## src/logic/xbpi_regs.vh

```
`ifndef XBPI_REGS_VH
`define XBPI_REGS_VH

// Bus-control port pin positions
`define XBPI_CM_WAIT   0
`define XBPI_CM_CLK    1
`define XBPI_CM_HREQ   2
`define XBPI_CM_HACK   3
// Strobe port pin positions
`define XBPI_CT_WR0    0
`define XBPI_CT_WR1    1
`define XBPI_CT_RD     2
`define XBPI_CT_ADDRESS_LATCH_STROBE   3
// Port-9 bits with an open-drain option
`define XBPI_P9_OD_MASK 16'h1b00
// Default half period of the clock pin in system cycles
`define XBPI_CLK_HALF  2
`endif

```

## src/logic/xbpi_top.v

```verilog
`timescale 1ns/10ps
`include "xbpi_regs.vh"

module xbpi_top #(
  parameter CLK_HALF = `XBPI_CLK_HALF
) (
  input  wire        i_clk,
  input  wire        i_srst,
  input  wire        i_req,
  input  wire        i_req_read,
  input  wire [23:0] i_req_addr,
  input  wire [15:0] i_req_wdata,
  input  wire [1:0]  i_req_be,
  input  wire [1:0]  i_req_block,
  input  wire        i_sep_mode,
  output reg         o_done,
  output reg  [15:0] o_rdata,
  output reg         o_bus_held,
  input  wire [15:0] i_p9_in,
  output reg  [15:0] o_p9_out,
  output reg  [15:0] o_p9_oe,
  output reg  [15:0] o_p9_pin_sync,
  input  wire [15:0] i_port9_function_enable,
  input  wire [15:0] i_port9_function_select,
  input  wire [15:0] i_port9_direction,
  input  wire [15:0] i_p9_port_data,
  input  wire [15:0] i_p9_alt2_out,
  input  wire [15:0] i_p9_alt2_oe,
  input  wire [15:0] i_p9_open_drain,
  input  wire [3:0]  i_cm_in,
  output reg  [3:0]  o_cm_out,
  output reg  [3:0]  o_cm_oe,
  input  wire [3:0]  i_bus_control_port_function_enable,
  input  wire [3:0]  i_cm_direction,
  input  wire [3:0]  i_cm_port_data,
  output reg  [3:0]  o_cs_out,
  output reg  [3:0]  o_cs_oe,
  input  wire [3:0]  i_select_port_function_enable,
  input  wire [3:0]  i_cs_direction,
  input  wire [3:0]  i_cs_port_data,
  output reg  [3:0]  o_ct_out,
  output reg  [3:0]  o_ct_oe,
  input  wire [3:0]  i_strobe_port_function_enable,
  input  wire [3:0]  i_ct_direction,
  input  wire [3:0]  i_ct_port_data,
  output reg  [7:0]  o_dh_out,
  output reg  [7:0]  o_dh_oe,
  input  wire [7:0]  i_upper_address_port_function_enable,
  input  wire [7:0]  i_dh_direction,
  input  wire [7:0]  i_dh_port_data,
  input  wire [15:0] i_dl_in,
  output reg  [15:0] o_dl_out,
  output reg  [15:0] o_dl_oe,
  input  wire [15:0] i_data_port_function_enable,
  input  wire [15:0] i_dl_direction,
  input  wire [15:0] i_dl_port_data
);

  // One-hot bus states
  localparam [6:0] ST_IDLE = 7'h01;
  localparam [6:0] ST_T1   = 7'h02;
  localparam [6:0] ST_T2   = 7'h04;
  localparam [6:0] ST_TW   = 7'h08;
  localparam [6:0] ST_T3   = 7'h10;
  localparam [6:0] ST_HOLD = 7'h20;
  localparam [6:0] ST_REL  = 7'h40;
  localparam       NPIN    = 36;

  reg  [6:0]  state_r;
  reg  [6:0]  state_nxt;
  reg  [15:0] div_r;
  reg         clk_r;
  reg         rise_en;
  reg         fall_en;
  reg  [3:0]  cm_s1_r;
  reg  [3:0]  cm_s2_r;
  reg  [15:0] dl_s1_r;
  reg  [15:0] dl_s2_r;
  reg  [15:0] p9_s1_r;
  reg         wait_lat_r;
  reg         ack_r;
  reg         address_latch_strobe_r;
  reg  [23:0] addr_r;
  reg  [15:0] wdata_r;
  reg  [1:0]  be_r;
  reg  [1:0]  blk_r;
  reg         read_r;
  reg         sep_r;

  wire        wait_act = i_bus_control_port_function_enable[`XBPI_CM_WAIT]
                         & ~cm_s2_r[`XBPI_CM_WAIT];
  wire        hreq_act = i_bus_control_port_function_enable[`XBPI_CM_HREQ]
                         & ~cm_s2_r[`XBPI_CM_HREQ];
  wire        in_cyc   = |(state_r & (ST_T1 | ST_T2 | ST_TW | ST_T3));
  wire        in_data  = |(state_r & (ST_T2 | ST_TW | ST_T3));
  wire        float    = state_r[5];

  // Clock pin divider; enables mark its rising and falling edges
  always @(posedge i_clk)
  begin
    rise_en <= 1'h0;
    fall_en <= 1'h0;
    if (i_srst)
    begin
      div_r <= 16'h0000;
      clk_r <= 1'h0;
    end
    else if (div_r == CLK_HALF[15:0] - 16'h0001)
    begin
      div_r   <= 16'h0000;
      clk_r   <= ~clk_r;
      rise_en <= ~clk_r;
      fall_en <= clk_r;
    end
    else
      div_r <= div_r + 16'h0001;
  end

  // Two-flop synchronisers for pins; wait and hold are asynchronous
  always @(posedge i_clk)
  begin
    if (i_srst)
    begin
      cm_s1_r <= 4'hf;
      cm_s2_r <= 4'hf;
      dl_s1_r <= 16'h0000;
      dl_s2_r <= 16'h0000;
      p9_s1_r <= 16'h0000;
      o_p9_pin_sync <= 16'h0000;
    end
    else
    begin
      cm_s1_r <= i_cm_in;
      cm_s2_r <= cm_s1_r;
      dl_s1_r <= i_dl_in;
      dl_s2_r <= dl_s1_r;
      p9_s1_r <= i_p9_in;
      o_p9_pin_sync <= p9_s1_r;
    end
  end

  // Next bus state, decided at each rising edge of the clock pin
  always @*
  begin
    state_nxt = state_r;
    case (state_r)
      ST_IDLE:
        if (hreq_act)
          state_nxt = ST_HOLD;
        else if (i_req)
          state_nxt = ST_T1;
      ST_T1:
        if (sep_r && wait_act)
          state_nxt = ST_TW;
        else
          state_nxt = ST_T2;
      ST_T2:
        if (!sep_r && wait_lat_r)
          state_nxt = ST_TW;
        else
          state_nxt = ST_T3;
      ST_TW:
        if (sep_r)
          state_nxt = wait_act ? ST_TW : ST_T2;
        else
          state_nxt = wait_lat_r ? ST_TW : ST_T3;
      ST_T3:
        state_nxt = ST_IDLE;
      ST_HOLD:
        if (ack_r && !hreq_act)
          state_nxt = ST_REL;
      ST_REL:
        state_nxt = ST_IDLE;
      default:
        state_nxt = ST_IDLE;
    endcase
  end

  // Sequencer; a pending cycle waits in idle until the hold is over
  always @(posedge i_clk)
  begin
    o_done <= 1'h0;
    if (i_srst)
    begin
      state_r    <= ST_IDLE;
      ack_r      <= 1'h0;
      wait_lat_r <= 1'h0;
      address_latch_strobe_r     <= 1'h1;
      addr_r     <= 24'h00_0000;
      wdata_r    <= 16'h0000;
      be_r       <= 2'h0;
      blk_r      <= 2'h0;
      read_r     <= 1'h0;
      sep_r      <= 1'h0;
      o_rdata    <= 16'h0000;
      o_bus_held <= 1'h0;
    end
    else
    begin
      if (rise_en)
      begin
        state_r <= state_nxt;
        if (state_r == ST_IDLE && state_nxt == ST_T1)
        begin
          addr_r  <= i_req_addr;
          wdata_r <= i_req_wdata;
          be_r    <= i_req_be;
          blk_r   <= i_req_block;
          read_r  <= i_req_read;
          sep_r   <= i_sep_mode;
        end
        // Grant follows the float by one clock-pin period
        if (state_r == ST_HOLD)
          ack_r <= hreq_act | ~ack_r;
        o_done <= state_r[4];
      end
      // Muxed mode catches wait at falling edges of T2 and TW
      if (fall_en && (state_r == ST_T2 || state_r == ST_TW))
        wait_lat_r <= wait_act;
      if (fall_en && state_r == ST_T1)
        address_latch_strobe_r <= 1'h0;
      if (fall_en && state_r == ST_T3)
      begin
        address_latch_strobe_r <= 1'h1;
        if (read_r)
          o_rdata <= dl_s2_r;
      end
      o_bus_held <= ack_r;
    end
  end

  // Function values of each pin group except the high address
  reg  [3:0]  cm_fn_out;
  reg  [3:0]  cm_fn_oe;
  reg  [3:0]  cs_fn_out;
  reg  [3:0]  ct_fn_out;
  reg  [15:0] dl_fn_out;
  reg  [15:0] dl_fn_oe;
  integer     k;

  always @*
  begin
    cm_fn_out = 4'h0;
    cm_fn_oe  = 4'h0;
    cm_fn_out[`XBPI_CM_CLK]  = clk_r;
    cm_fn_oe[`XBPI_CM_CLK]   = 1'h1;
    cm_fn_out[`XBPI_CM_HACK] = ~ack_r;
    cm_fn_oe[`XBPI_CM_HACK]  = 1'h1;
    for (k = 0; k < 4; k = k + 1)
      cs_fn_out[k] = ~(in_cyc && blk_r == k[1:0]);
    ct_fn_out[`XBPI_CT_WR0]  = ~(in_data & ~read_r & be_r[0]);
    ct_fn_out[`XBPI_CT_WR1]  = ~(in_data & ~read_r & be_r[1]);
    ct_fn_out[`XBPI_CT_RD]   = ~(in_data & read_r);
    ct_fn_out[`XBPI_CT_ADDRESS_LATCH_STROBE] = address_latch_strobe_r;
    // Muxed lines carry address in T1 and data after it
    if (!sep_r && state_r == ST_T1)
      dl_fn_out = addr_r[15:0];
    else
      dl_fn_out = wdata_r;
    if (float)
      dl_fn_oe = 16'h0000;
    else if (!sep_r && state_r == ST_T1)
      dl_fn_oe = 16'hffff;
    else if (!read_r && (sep_r ? in_cyc : in_data))
      dl_fn_oe = 16'hffff;
    else
      dl_fn_oe = 16'h0000;
  end

  // Port or function choice for every control pin
  wire [NPIN-1:0] fn_en = {i_bus_control_port_function_enable,
                           i_select_port_function_enable,
                           i_strobe_port_function_enable,
                           i_upper_address_port_function_enable,
                           i_data_port_function_enable};
  wire [NPIN-1:0] pdir  = {i_cm_direction, i_cs_direction, i_ct_direction,
                           i_dh_direction, i_dl_direction};
  wire [NPIN-1:0] pdat  = {i_cm_port_data, i_cs_port_data, i_ct_port_data,
                           i_dh_port_data, i_dl_port_data};
  wire [NPIN-1:0] f_out = {cm_fn_out, cs_fn_out, ct_fn_out, addr_r[23:16], dl_fn_out};
  // Selects, strobes and high address float together; bus-control pins keep their own enables
  wire [NPIN-1:0] f_oe  = {cm_fn_oe, {16{~float}}, dl_fn_oe};
  wire [NPIN-1:0] pin_out;
  wire [NPIN-1:0] pin_oe;
  wire [15:0]     p9_out;
  wire [15:0]     p9_oe;
  wire [15:0]     od_en = i_p9_open_drain & `XBPI_P9_OD_MASK;

  genvar g;
  generate
    for (g = 0; g < NPIN; g = g + 1)
    begin : g_pin
      // Direction bit high means input while in port mode
      assign pin_out[g] = fn_en[g] ? f_out[g] : pdat[g];
      assign pin_oe[g]  = fn_en[g] ? f_oe[g] : ~pdir[g];
    end
    for (g = 0; g < 16; g = g + 1)
    begin : g_p9
      wire po = ~i_port9_function_enable[g] ? i_p9_port_data[g]
              : i_port9_function_select[g] ? i_p9_alt2_out[g] : addr_r[g];
      wire pe = ~i_port9_function_enable[g] ? ~i_port9_direction[g]
              : i_port9_function_select[g] ? i_p9_alt2_oe[g] : ~float;
      // Open drain only pulls low; high is left to the pull-up
      assign p9_out[g] = od_en[g] ? 1'h0 : po;
      assign p9_oe[g]  = od_en[g] ? (pe & ~po) : pe;
    end
  endgenerate

  // All pins leave through flops; reset leaves every pin undriven
  always @(posedge i_clk)
  begin
    if (i_srst)
    begin
      {o_cm_out, o_cs_out, o_ct_out, o_dh_out, o_dl_out} <= 36'h0_0000_0000;
      {o_cm_oe, o_cs_oe, o_ct_oe, o_dh_oe, o_dl_oe}      <= 36'h0_0000_0000;
      o_p9_out <= 16'h0000;
      o_p9_oe  <= 16'h0000;
    end
    else
    begin
      {o_cm_out, o_cs_out, o_ct_out, o_dh_out, o_dl_out} <= pin_out;
      {o_cm_oe, o_cs_oe, o_ct_oe, o_dh_oe, o_dl_oe}      <= pin_oe;
      o_p9_out <= p9_out;
      o_p9_oe  <= p9_oe;
    end
  end

endmodule
```

## config.mk

```make
export PLATFORM = sky130hd
export DESIGN_NAME = xbpi_top
export DESIGN_NICKNAME = d
export VERILOG_FILES = /design/src/logic/xbpi_top.v
export VERILOG_INCLUDE_DIRS = /design/src /design/src/logic
export SDC_FILE = /design/constraint.sdc
export NUM_CORES = 1
export LEC_CHECK = 0
export ABC_AREA = 1
export BUFFER_PORTS_ARGS = -buffer_cell sky130_fd_sc_hd__buf_2
export CAP_MARGIN = 20
export CORE_AREA = 2 2 173 175
export DETAILED_ROUTE_END_ITERATION = 7
export DIE_AREA = 0 0 175 177
export GPL_ROUTABILITY_DRIVEN = 0
export MAX_ROUTING_LAYER = met4
export SETUP_SLACK_MARGIN = 0.5
export SYNTH_ARGS = -nofsm -noshare
export SYNTH_HDL_FRONTEND = slang
export SYNTH_SLANG_ARGS = --single-unit
```

## constraint.sdc

```tcl
create_clock -name i_clk -period 1.8 [get_ports i_clk]
set_clock_uncertainty 0.2 [all_clocks]
set_input_delay 0.27 -clock i_clk [delete_from_list [all_inputs] [get_ports i_clk]]
set_output_delay 0.27 -clock i_clk [all_outputs]
set_load 0.03 [all_outputs]
```

==> results of run 1 <==
-- path summary, 6_finish.rpt --
check	start	endpoint	cells after the start
worst max-delay path	state_r[3]$_SDFFE_PP0P_	addr_r[6]$_SDFFE_PP0P_	8
worst max register to register	state_r[3]$_SDFFE_PP0P_	addr_r[6]$_SDFFE_PP0P_	8
worst min register to register	p9_s1_r[11]$_SDFF_PP0_	o_p9_pin_sync[11]$_SDFF_PP0_	2
worst min-delay path	i_srst	dl_s1_r[15]$_SDFF_PP0_	3
-- tightest hold or removal path: stages --
cell and delay, ps:
buf_6 110, buf_12 180, nor2_1 120
-- layout make-up --
type	count	area, sq um	share of cell area
Inverter	194	783.3	0.03966
Clock inverter	10	136.4	0.006905
Clock buffer	41	809.5	0.04099
Antenna cell	3	7.507	0.0003801
Multi-Input combinational cell	802	4936	0.2499
Timing Repair Buffer	809	7064	0.3577
Sequential cell	265	5527	0.2798
Tap cell	390	488.0	0.02471
-- layer usage --
| metal | global-route usage | vias up | wire length [um] |
|---|---|---|---|
| met5 | - | - | 0 |
| met4 | 0.1319 | 0 | 2384 |
| met3 | 0.05649 | 168 | 3159 |
| met2 | 0.5148 | 600 | 23900 |
| met1 | 0.2878 | 5886 | 16980 |
| li1 | - | 5829 | - |
-- cell families (layout without fill, tap and decap cells) --
group                      count (synthesis)  after routing
and+or+nand+nor                          555            557
DFF                                      265            265
AOI/OAI and AO/OA                        243            243
other                                      0              3
adders and majority gates                  2              2
buffers and inverters                    256           1054
-- Yosys cell counts, drive strengths merged (3+ instances only) --
| master | instances |
|---|---|
| nand2 | 212 |
| dfxtp | 265 |
| o22ai | 4 |
| nand3 | 87 |
| a21oi | 132 |
| buf | 29 |
| nand4 | 58 |
| inv | 192 |
| clkbuf | 33 |
| nor3 | 12 |
| or2 | 6 |
| nor2 | 176 |
| o21ai | 76 |
| a31oi | 3 |
| o211ai | 24 |
-- cell usage in the layout, fill, tap and decap left out, drive strengths merged --
cell | Yosys | layout
diode | 0 | 3
dlygate4sd3 | 0 | 295
buf | 29 | 510
inv | 192 | 192
nand3 | 87 | 87
a31oi | 3 | 3
bufinv | 0 | 3
o21ai | 76 | 76
or2 | 6 | 6
nor3 | 12 | 12
nor2 | 176 | 176
o22ai | 4 | 4
o221ai | 2 | 2
dfxtp | 265 | 265
nand2 | 212 | 214
nand4 | 58 | 58
nand3b | 2 | 2
clkbuf | 33 | 43
clkinv | 2 | 9
a21oi | 132 | 132
nor3b | 2 | 2
dlymetal6s4s | 0 | 2
ha | 2 | 2
a41oi | 2 | 2
o211ai | 24 | 24
-- per-stage QoR --
| stage | hold WS, ps | cells | worst slack [ps] | cell area (sq um) | utilization |
|---|---|---|---|---|---|
| after floorplan | 146.1 | 1321 | 318.6 | 10530 | - |
| after global placement | 188.3 | 2105 | 123.1 | 13120 | 0.4485 |
| after detailed placement | 192.0 | 2105 | 134.0 | 13120 | 0.4485 |
| after CTS | -32.97 | 2494 | 144.5 | 19170 | 0.6556 |
| after global routing | -7.275 | 2513 | -76.21 | 19750 | 0.6753 |
| final | -25.69 | 2514 | 62.49 | 19750 | 0.6754 |
-- power by group --
group | switching (mW) | internal (mW)
logic | 2.14 | 1.98
registers | 0.219 | 6.22
clock network | 2.43 | 3.54
total | 4.79 | 11.7
-- timing repair --
item                       in CTS  in global routing
hold endpoints to repair      205                  2
gates resized for setup       604                111
setup buffers                  27                 21
gates cloned                    8                  2
pin swaps                      58                 58
setup endpoints to repair     285                300
==> metrics, run 1 <==
total core area=approximately 30000 sq um; Worst-Skew Late Latency=between 500 and 600 ps; Mapped Area=between 10000 and 15000 sq um; DRT Pass-1 Iters=5; largest family of logic cells by synthesized area=simple AND/OR/NAND/NOR gates; Synth Area in Simple Gates=0.2423; vias in the first global route=around 13000; Tot Pwr=approximately 17 mW; # IOs=443; VDD IR max=around 700 uV; pin count of the biggest net entering global routing=62; number of antenna violations at the first check in global routing=2; delay-heaviest family, CP=simple AND/OR/NAND/NOR gates; Core Rows=between 60 and 70; DIE HEIGHT=177 um; CP required=roughly 2100 ps; Adder-Cell Fraction of Synth Area=0.002425; max FFs per register=24; CTS tree=built; Critical Path Max Stage Delay=360 ps; Port Buffer Count=about 430; CTS Buf Count=28; DRC=0; H-tree depth=1; Synth Area in XOR/XNOR=0; # fillers=between 2000 and 2500; total number of vias=12480; power density cells=836.9 nW/um^2; Final period util=0.9653; Synth area leaders=dfxtp_1 (51%), nand2_1 (7.6%), inv_1 (6.9%); Area Overhead vs Synth=91.41%; post-synthesis sequential area ratio=0.5141; hold crit path type=input pin to register; Worst Tran Pin Value=437.0 ps; asr flop ratio synth=0; Initial Utilization=0.3528; critical path's slowest cell=dfxtp_4; Buf+Inv Stages, Crit Path=3; gr ovfl total=0; first-pass GRT wire length=~67 mm; Final TNS setup=0 ps; leakage=roughly 9 nW; Detail Placement HPWL=between 20 and 25 mm; Slew headroom=0.7056; syn nets=approximately 1600; Register-to-Register Setup Slack=roughly 62 ps; Yosys top cell area share=0.5141; fraction of layout cells with a size suffix above 1=0.4371; chip width=175 um; mux cell area share after synthesis=0; Worst Path Arrival=around 2000 ps; final wirelength=46.42 mm; hold slack=-25.69 ps; final hold vios=12; die area=a little over 30000 sq um; Setup CP Type=register to register; critical path cell sequence=nor2_4, buf_6, nand3_4, nor2_4, buf_12, clkbuf_16, nand4_1, a21oi_1; Startpoint Class=register; largest reg by FF count=addr_r; RSZ-0062 raised after global routing=true; top_reg_cell synth=dfxtp_1; Wirelength per Cell=18.47 um; Clk pin slew, worst setup/hold paths=around 70 ps; Sink Count=roughly 270; Final min period=1738 ps; compound-cell area share of the yosys netlist=0.1369; Final Setup Violations=0; Max clock buf depth=3; Synth cell types=37; violated checks=hold timing; synthesized flop and latch total=between 200 and 300; most used cell, CP=nor2_4; Slew Viols, Final=0; Clock Root Buffer=clkbuf_16; antenna-violating nets left=0; outcome=finished, violations left; First DRT Iteration DRCs=around 850; fmax=approximately 580 MHz; largest area contributor in the netlist=dfxtp_1; layout net count=between 2000 and 2500; max-cap check violation count=0; total track usage=0.2808; synthesized area per cell=~7.8 sq um; vias per cell=4.965; number of synthesis warnings=0; CP max FO=6; EDFF count, synth=0; CP endpoint kind=register; hold buffers post-CTS=between 300 and 400; Syn Inst Count=roughly 1300
(Power assumes the default switching activity.)
==> run 2, diff against run 1 <==
SETUP_SLACK_MARGIN = not set   (was 0.5)
==> run 2 against run 1 <==
  * Flip-flop and latch count stayed put
  * Critical path depth is 1 higher
  * Core utilization is 9.0 points lower
  * Final area is 13% lower
  * The flow finishes with violations (setup timing)
  * Cell count is 1.5% lower
  * Critical endpoint is now o_p9_oe[12]$_SDFF_PP0_
  * Register-to-register slack worse by 50 ps
  * Combinational power is 27% lower
==> metrics, run 2 (same netlist as run 1, synthesis figures left out) <==
Worst Tran Pin Value=573.6 ps; Sink Count=approximately 270; Worst Path Arrival=around 2100 ps; # IOs=around 440; top sig layer=met4; Startpoint Class=input pin; total core area=29240 sq um; violated checks=setup timing; most common cell after layout, fill and taps aside=buf_2; Critical Path Max Stage Delay=approximately 570 ps; first-pass GRT wire length=60.33 mm; largest reg by FF count=addr_r; CP required=slightly above 2000 ps; most used cell, CP=dlygate4sd3_1; total number of vias=~12000; Max clock buf depth=3; max FFs per register=24; RSZ-0062 raised after global routing=true; total track usage=0.2471; Register-to-Register Setup Slack=about 10 ps; pin count of the biggest net entering global routing=92; Worst R2R End=o_p9_oe[12]$_SDFF_PP0_; fraction of layout cells with a size suffix above 1=0.2667; number of antenna violations at the first check in global routing=0; Util after Layout=0.5855; critical path cell sequence=dlygate4sd3_1, buf_2, inv_2, nand2_1, nand3_2, o21ai_2, dlygate4sd3_1, o22ai_1, nor2_1; Final Setup Violations=1; hold crit path type=input pin to register; commonest non-fill, non-tap cells in the layout=buf_2 (426), dlygate4sd3_1 (310), dfxtp_1 (263); cells on worst reg2reg path=6; delay-heaviest family, CP=buffers and inverters; DRC=0; DRT Pass-1 Iters=8; Detail Placement HPWL=~24 mm; switching share of power=0.2808; fmax=543.2 MHz; Setup CP Type=input pin to register; Met2 Routed Length=19.18 mm; share of total power in combinational logic=0.194; leakage=about 8.1 nW; CP max FO=3; Slew Viols, Final=0; Met1 Wirelength=about 15 mm; Met3 Routed Length=2.590 mm; die area=slightly above 30000 sq um; layout net count=roughly 2400; gr ovfl total=0; min-delay src=i_srst; critical path's slowest cell=dlygate4sd3_1; chip width=175 um; max-cap check violation count=0; Buf+Inv Stages, Crit Path=4; Clock Root Buffer=clkbuf_16; Clk pin slew, worst setup/hold paths=roughly 60 ps; worst r2r src=addr_r[12]$_SDFFE_PP0P_; CTS tree=built; Non-Filler Instances=roughly 2500; Slew headroom=0.6176; final worst slack=-41.02 ps; Core Rows=63; Final TNS setup=-41.02 ps; NetSw=about 4.3 mW; vias per cell=roughly 4.8; Final period util=1.023; final wirelength=between 30 and 40 mm; Wirelength per Cell=between 15 and 20 um; DIE HEIGHT=between 150 and 200 um; DP Cell Count=about 2100; Final min period=about 1800 ps; power density cells=around 900 nW/um^2; final hold vios=0; H-tree depth=1; hold path depth=3; vias in the first global route=around 12000; CP endpoint kind=register; Port Buffer Count=between 400 and 500; Hold Path End=o_cs_oe[1]$_SDFF_PP0_; Worst-Skew Late Latency=560 ps; Seq pwr share=0.409; CTS Buf Count=30; Area Overhead vs Synth=65.93%; outcome=finished, violations left; antenna-violating nets left=0; First DRT Iteration DRCs=504; Cell Int Power=11.10 mW; Initial Utilization=0.3528; VDD IR max=between 600 and 700 uV; Clk pwr share=0.398
-- run 2: worst max-delay path by stage --
stage,to,from,depth (start not counted),slack (ps)
6_report,o_p9_oe[12]$_SDFF_PP0_,i_port9_function_select[12],9,-40
4_1_cts,o_p9_oe[12]$_SDFF_PP0_,addr_r[12]$_SDFFE_PP0P_,6,20
3_5_place_dp,wdata_r[12]$_SDFFE_PP0P_,i_bus_control_port_function_enable[2],8,90
5_1_grt,o_p9_oe[12]$_SDFF_PP0_,i_port9_function_select[12],9,-70
3_3_place_gp,wdata_r[9]$_SDFFE_PP0P_,i_bus_control_port_function_enable[2],8,90
2_1_floorplan,addr_r[0]$_SDFFE_PP0P_,state_r[5]$_SDFFE_PP0P_,9,280
-- run 2: stage by stage --
stage	area (sq um)	worst slack (ps)	power, mW	hold slack, ps
6_report	17120	-41.02	15.44	9.951
2_1_floorplan	10320	278.5	7.843	146.1
3_5_place_dp	12940	90.51	8.749	192.3
4_1_cts	17060	21.71	15.45	0.4014
5_1_grt	17120	-73.58	16.09	15.27
3_3_place_gp	12940	87.72	8.722	188.4
-- run 2: area by class of cell --
cell class / instances / area, sq um
sequential: 265 / 5308
timing repair buffer: 772 / 5630
inverter: 194 / 735.7
clock buffer: 42 / 865.8
clock inverter: 12 / 130.1
fill: 2474 / 12120
tap: 390 / 488.0
multi-input combinational: 800 / 3961
antenna: 1 / 2.502
-- run 2: what timing repair did --
| item | 4_1_cts | 5_1_grt |
|---|---|---|
| gates resized for setup | 0 | 13 |
| setup endpoints to repair | 0 | 32 |
| hold buffers | 312 | 0 |
| setup buffers | 0 | 2 |
| endpoints found under the hold margin | 191 | 0 |
-- run 2: power groups by stage --
stage / combinational, mW / clock, mW / sequential [mW]
finish: 2.99 / 6.14 / 6.31
global route: 3.22 / 6.53 / 6.34
CTS: 2.87 / 6.27 / 6.30
detailed placement: 2.32 / 0 / 6.43
global placement: 2.30 / 0 / 6.43
floorplan: 1.06 / 0 / 6.78
-- run 2: tightest hold or removal path: stages --
cell and delay (ps):
buf_6 100, buf_12 210, nor2_1 130
-- run 2: metal layers --
metal	vias up	GRT usage
met1	5422	0.2649
met3	143	0.05241
li1	5757	-
met2	479	0.4323
met4	0	0.1253
met5	-	-
==> run 3, diff against run 2 <==
ABC_AREA = not set   (was 1)
CORE_AREA = 2 2 174 176   (was 2 2 173 175)
DIE_AREA = 0 0 176 178   (was 0 0 175 177)
==> run 3 against run 2 <==
  * The run still ends with setup timing left
  * Clock power down 3%
  * Sequential share of layout area up 0.39 points
  * Sequential power down 1%
  * Non-clock buffer count up 23
  * Via count down 9.1%
  * Core utilization down 0.95 points
  * Critical path depth down 3
  * Largest cell class unchanged
  * Area after synthesis down 7.1%
==> metrics, run 3 <==
cells on worst reg2reg path=6; first-pass GRT wire length=roughly 59 mm; Worst Path Arrival=2150 ps; final wirelength=slightly above 40 mm; count leader, synth=dfxtp_1; Worst Tran Pin Value=a little under 800 ps; Syn Inst Count=about 1000; vias in the first global route=10940; Util after Layout=0.5760; post-synthesis sequential area ratio=0.5532; total core area=29400 sq um; synthesized flop and latch total=approximately 270; Met3 Routed Length=approximately 2.8 mm; Setup CP Type=register to register; worst r2r src=state_r[4]$_SDFFE_PP0P_; Critical Path Max Stage Delay=between 300 and 400 ps; total track usage=0.2461; Met1 Wirelength=approximately 15 mm; Startpoint Class=register; Tot Pwr=about 15 mW; gr ovfl total=0; Initial Utilization=0.3261; Mapped Area=around 9600 sq um; Met2 Routed Length=~20 mm; # IOs=~440; Synth area leaders=dfxtp_1 (55%), nor2b_1 (5.4%), nor2_1 (4.6%); Port Buffer Count=428; top sig layer=met4; antenna-violating nets left=0; Final Setup Violations=63; max FFs per register=24; Core Rows=63; CP max FO=14; CTS tree=built; Max clock buf depth=3; Wirelength per Cell=around 18 um; number of antenna violations at the first check in global routing=4; synthesized area per cell=roughly 9.4 sq um; total number of vias=approximately 11000; layout net count=between 2000 and 2500; violated checks=setup timing; critical path cell sequence=buf_6, nor4_4, and3_4, clkbuf_16, nand3_1, a21oi_1; hold slack=36.16 ps; VDD IR max=just under 600 uV; Yosys top cell area share=0.5532; final worst slack=-83.98 ps; die area=between 30000 and 40000 sq um; top_reg_cell synth=dfxtp_1; hold crit path type=input pin to register; leakage=7.646 nW; Register-to-Register Setup Slack=-80 ps; EDFF count, synth=0; fraction of layout cells with a size suffix above 1=0.3281; chip width=approximately 180 um; commonest non-fill, non-tap cells in the layout=buf_2 (427), dlygate4sd3_1 (306), dfxtp_1 (259); Finished Cell Area=approximately 17000 sq um; Synth cell types=48; DRC=0; Final period util=1.047; Clock Root Buffer=clkbuf_16; Sink Count=about 270; # fillers=roughly 2400; Area Overhead vs Synth=76.60%; largest reg by FF count=addr_r; Setup crit end=wdata_r[15]$_SDFFE_PP0P_; DRT Pass-1 Iters=5; pin count of the biggest net entering global routing=47; Final min period=between 1500 and 2000 ps; DIE HEIGHT=around 180 um; final hold vios=0; Setup crit start=state_r[4]$_SDFFE_PP0P_; power density cells=864.3 nW/um^2; number of synthesis warnings=0; Worst-Skew Late Latency=~550 ps; Slew Viols, Final=0; max-cap check violation count=0; RSZ-0062 raised after global routing=true; Post-DP Area=between 10000 and 15000 sq um; Detail Placement HPWL=between 20 and 25 mm; outcome=finished, violations left; Final TNS setup=-2693 ps; Worst R2R End=wdata_r[15]$_SDFFE_PP0P_; CTS Buf Count=29; fmax=530.8 MHz; First DRT Iteration DRCs=between 500 and 600; critical path's slowest cell=and3_4; CP endpoint kind=register; Clk pin slew, worst setup/hold paths=approximately 60 ps; asr flop ratio synth=0; CP required=2070 ps; syn nets=1323; Slew headroom=0.4822; Synth top cells by count=dfxtp_1 (265), nor2_1 (117), nor2b_1 (83); most common cell after layout, fill and taps aside=buf_2; H-tree depth=1; largest area contributor in the netlist=dfxtp_1; vias per cell=between 4 and 5
-- run 3: cell count changes after synthesis, moves of 24 or more --
cell / delta
a211oi_1: +34
a21oi_1: -43
inv_1: -182
mux2i_1: +42
nand2_1: -149
nand3_1: -27
nand4_1: -48
nor2_1: -52
nor2b_1: +83
o211ai_1: -24
-- run 3: layout make-up --
class,instances,area [sq um],area share
diodes,4,10.01,0.0005911
clock buffers,39,803.3,0.04743
clock inverters,12,147.6,0.008718
inverters,7,26.28,0.001552
multi-input cells,680,4200,0.2480
flip-flops and latches,265,5315,0.3139
well taps,390,488.0,0.02881
repair buffers,795,5944,0.3510
-- run 3: power by group --
group          switching (mW)  internal [mW]  total (mW)
Combinational            1.23           1.19        2.42
Sequential              0.121           6.13        6.25
Clock                    2.41           3.55        5.96
-- run 3: critical path, delay by kind of cell, from the launching register on --
kind                   cells  cell delay (ps)
and+or+nand+nor            3              810
buffers and inverters      2              340
DFF                        1              330
AOI/OAI and AO/OA          1              120
-- run 3: cell families (layout without fill, tap and decap cells) --
kind of cell               Yosys count  in the layout  synth area share
muxes                               42             42           0.04384
other                                0              4                 0
adders and majority gates            2              2          0.002609
AOI/OAI and AO/OA                  228            228            0.1443
xor gates and xnor gates            16             16           0.01461
DFF                                265            265            0.5532
and+or+nand+nor                    392            392            0.2092
buffers and inverters               71            853           0.03223
-- run 3: routing by layer --
layer  track usage  up-vias
met2        0.4178      434
met5             -        -
li1              -     5055
met1        0.2597     5086
met4        0.1463        0
met3       0.06287      153
-- run 3: per-stage QoR --
stage | cells | setup slack, ps
after detailed placement | 1819 | -79.50
after CTS | 2177 | 3.176
final | 2192 | -83.98
after global routing | 2192 | -169.4
after floorplan | 1016 | -59.04
after global placement | 1819 | -54.66
-- run 3: how the worst min path moves through the flow --
stage | startpoint | endpoint | slack [ps] | cells past startpoint
global route | i_srst | o_dl_oe[15]$_SDFF_PP0_ | 30 | 3
finish | i_srst | o_dl_oe[15]$_SDFF_PP0_ | 40 | 3
CTS | i_srst | o_dl_oe[15]$_SDFF_PP0_ | 20 | 3
global placement | cm_s1_r[2]$_SDFF_PP1_ | cm_s2_r[2]$_SDFF_PP1_ | 190 | 1
detailed placement | cm_s1_r[2]$_SDFF_PP1_ | cm_s2_r[2]$_SDFF_PP1_ | 200 | 1
floorplan | i_bus_control_port_function_enable[0] | o_cm_out[0]$_SDFF_PP0_ | 150 | 1
-- run 3: timing repair --
action | CTS | global route
pin swaps | 2 | 21
hold endpoints to repair | 198 | 1
hold buffers | 306 | 1
gates cloned | 0 | 4
setup buffers | 1 | 7
resized for setup | 4 | 50
setup endpoints to repair | 59 | 105
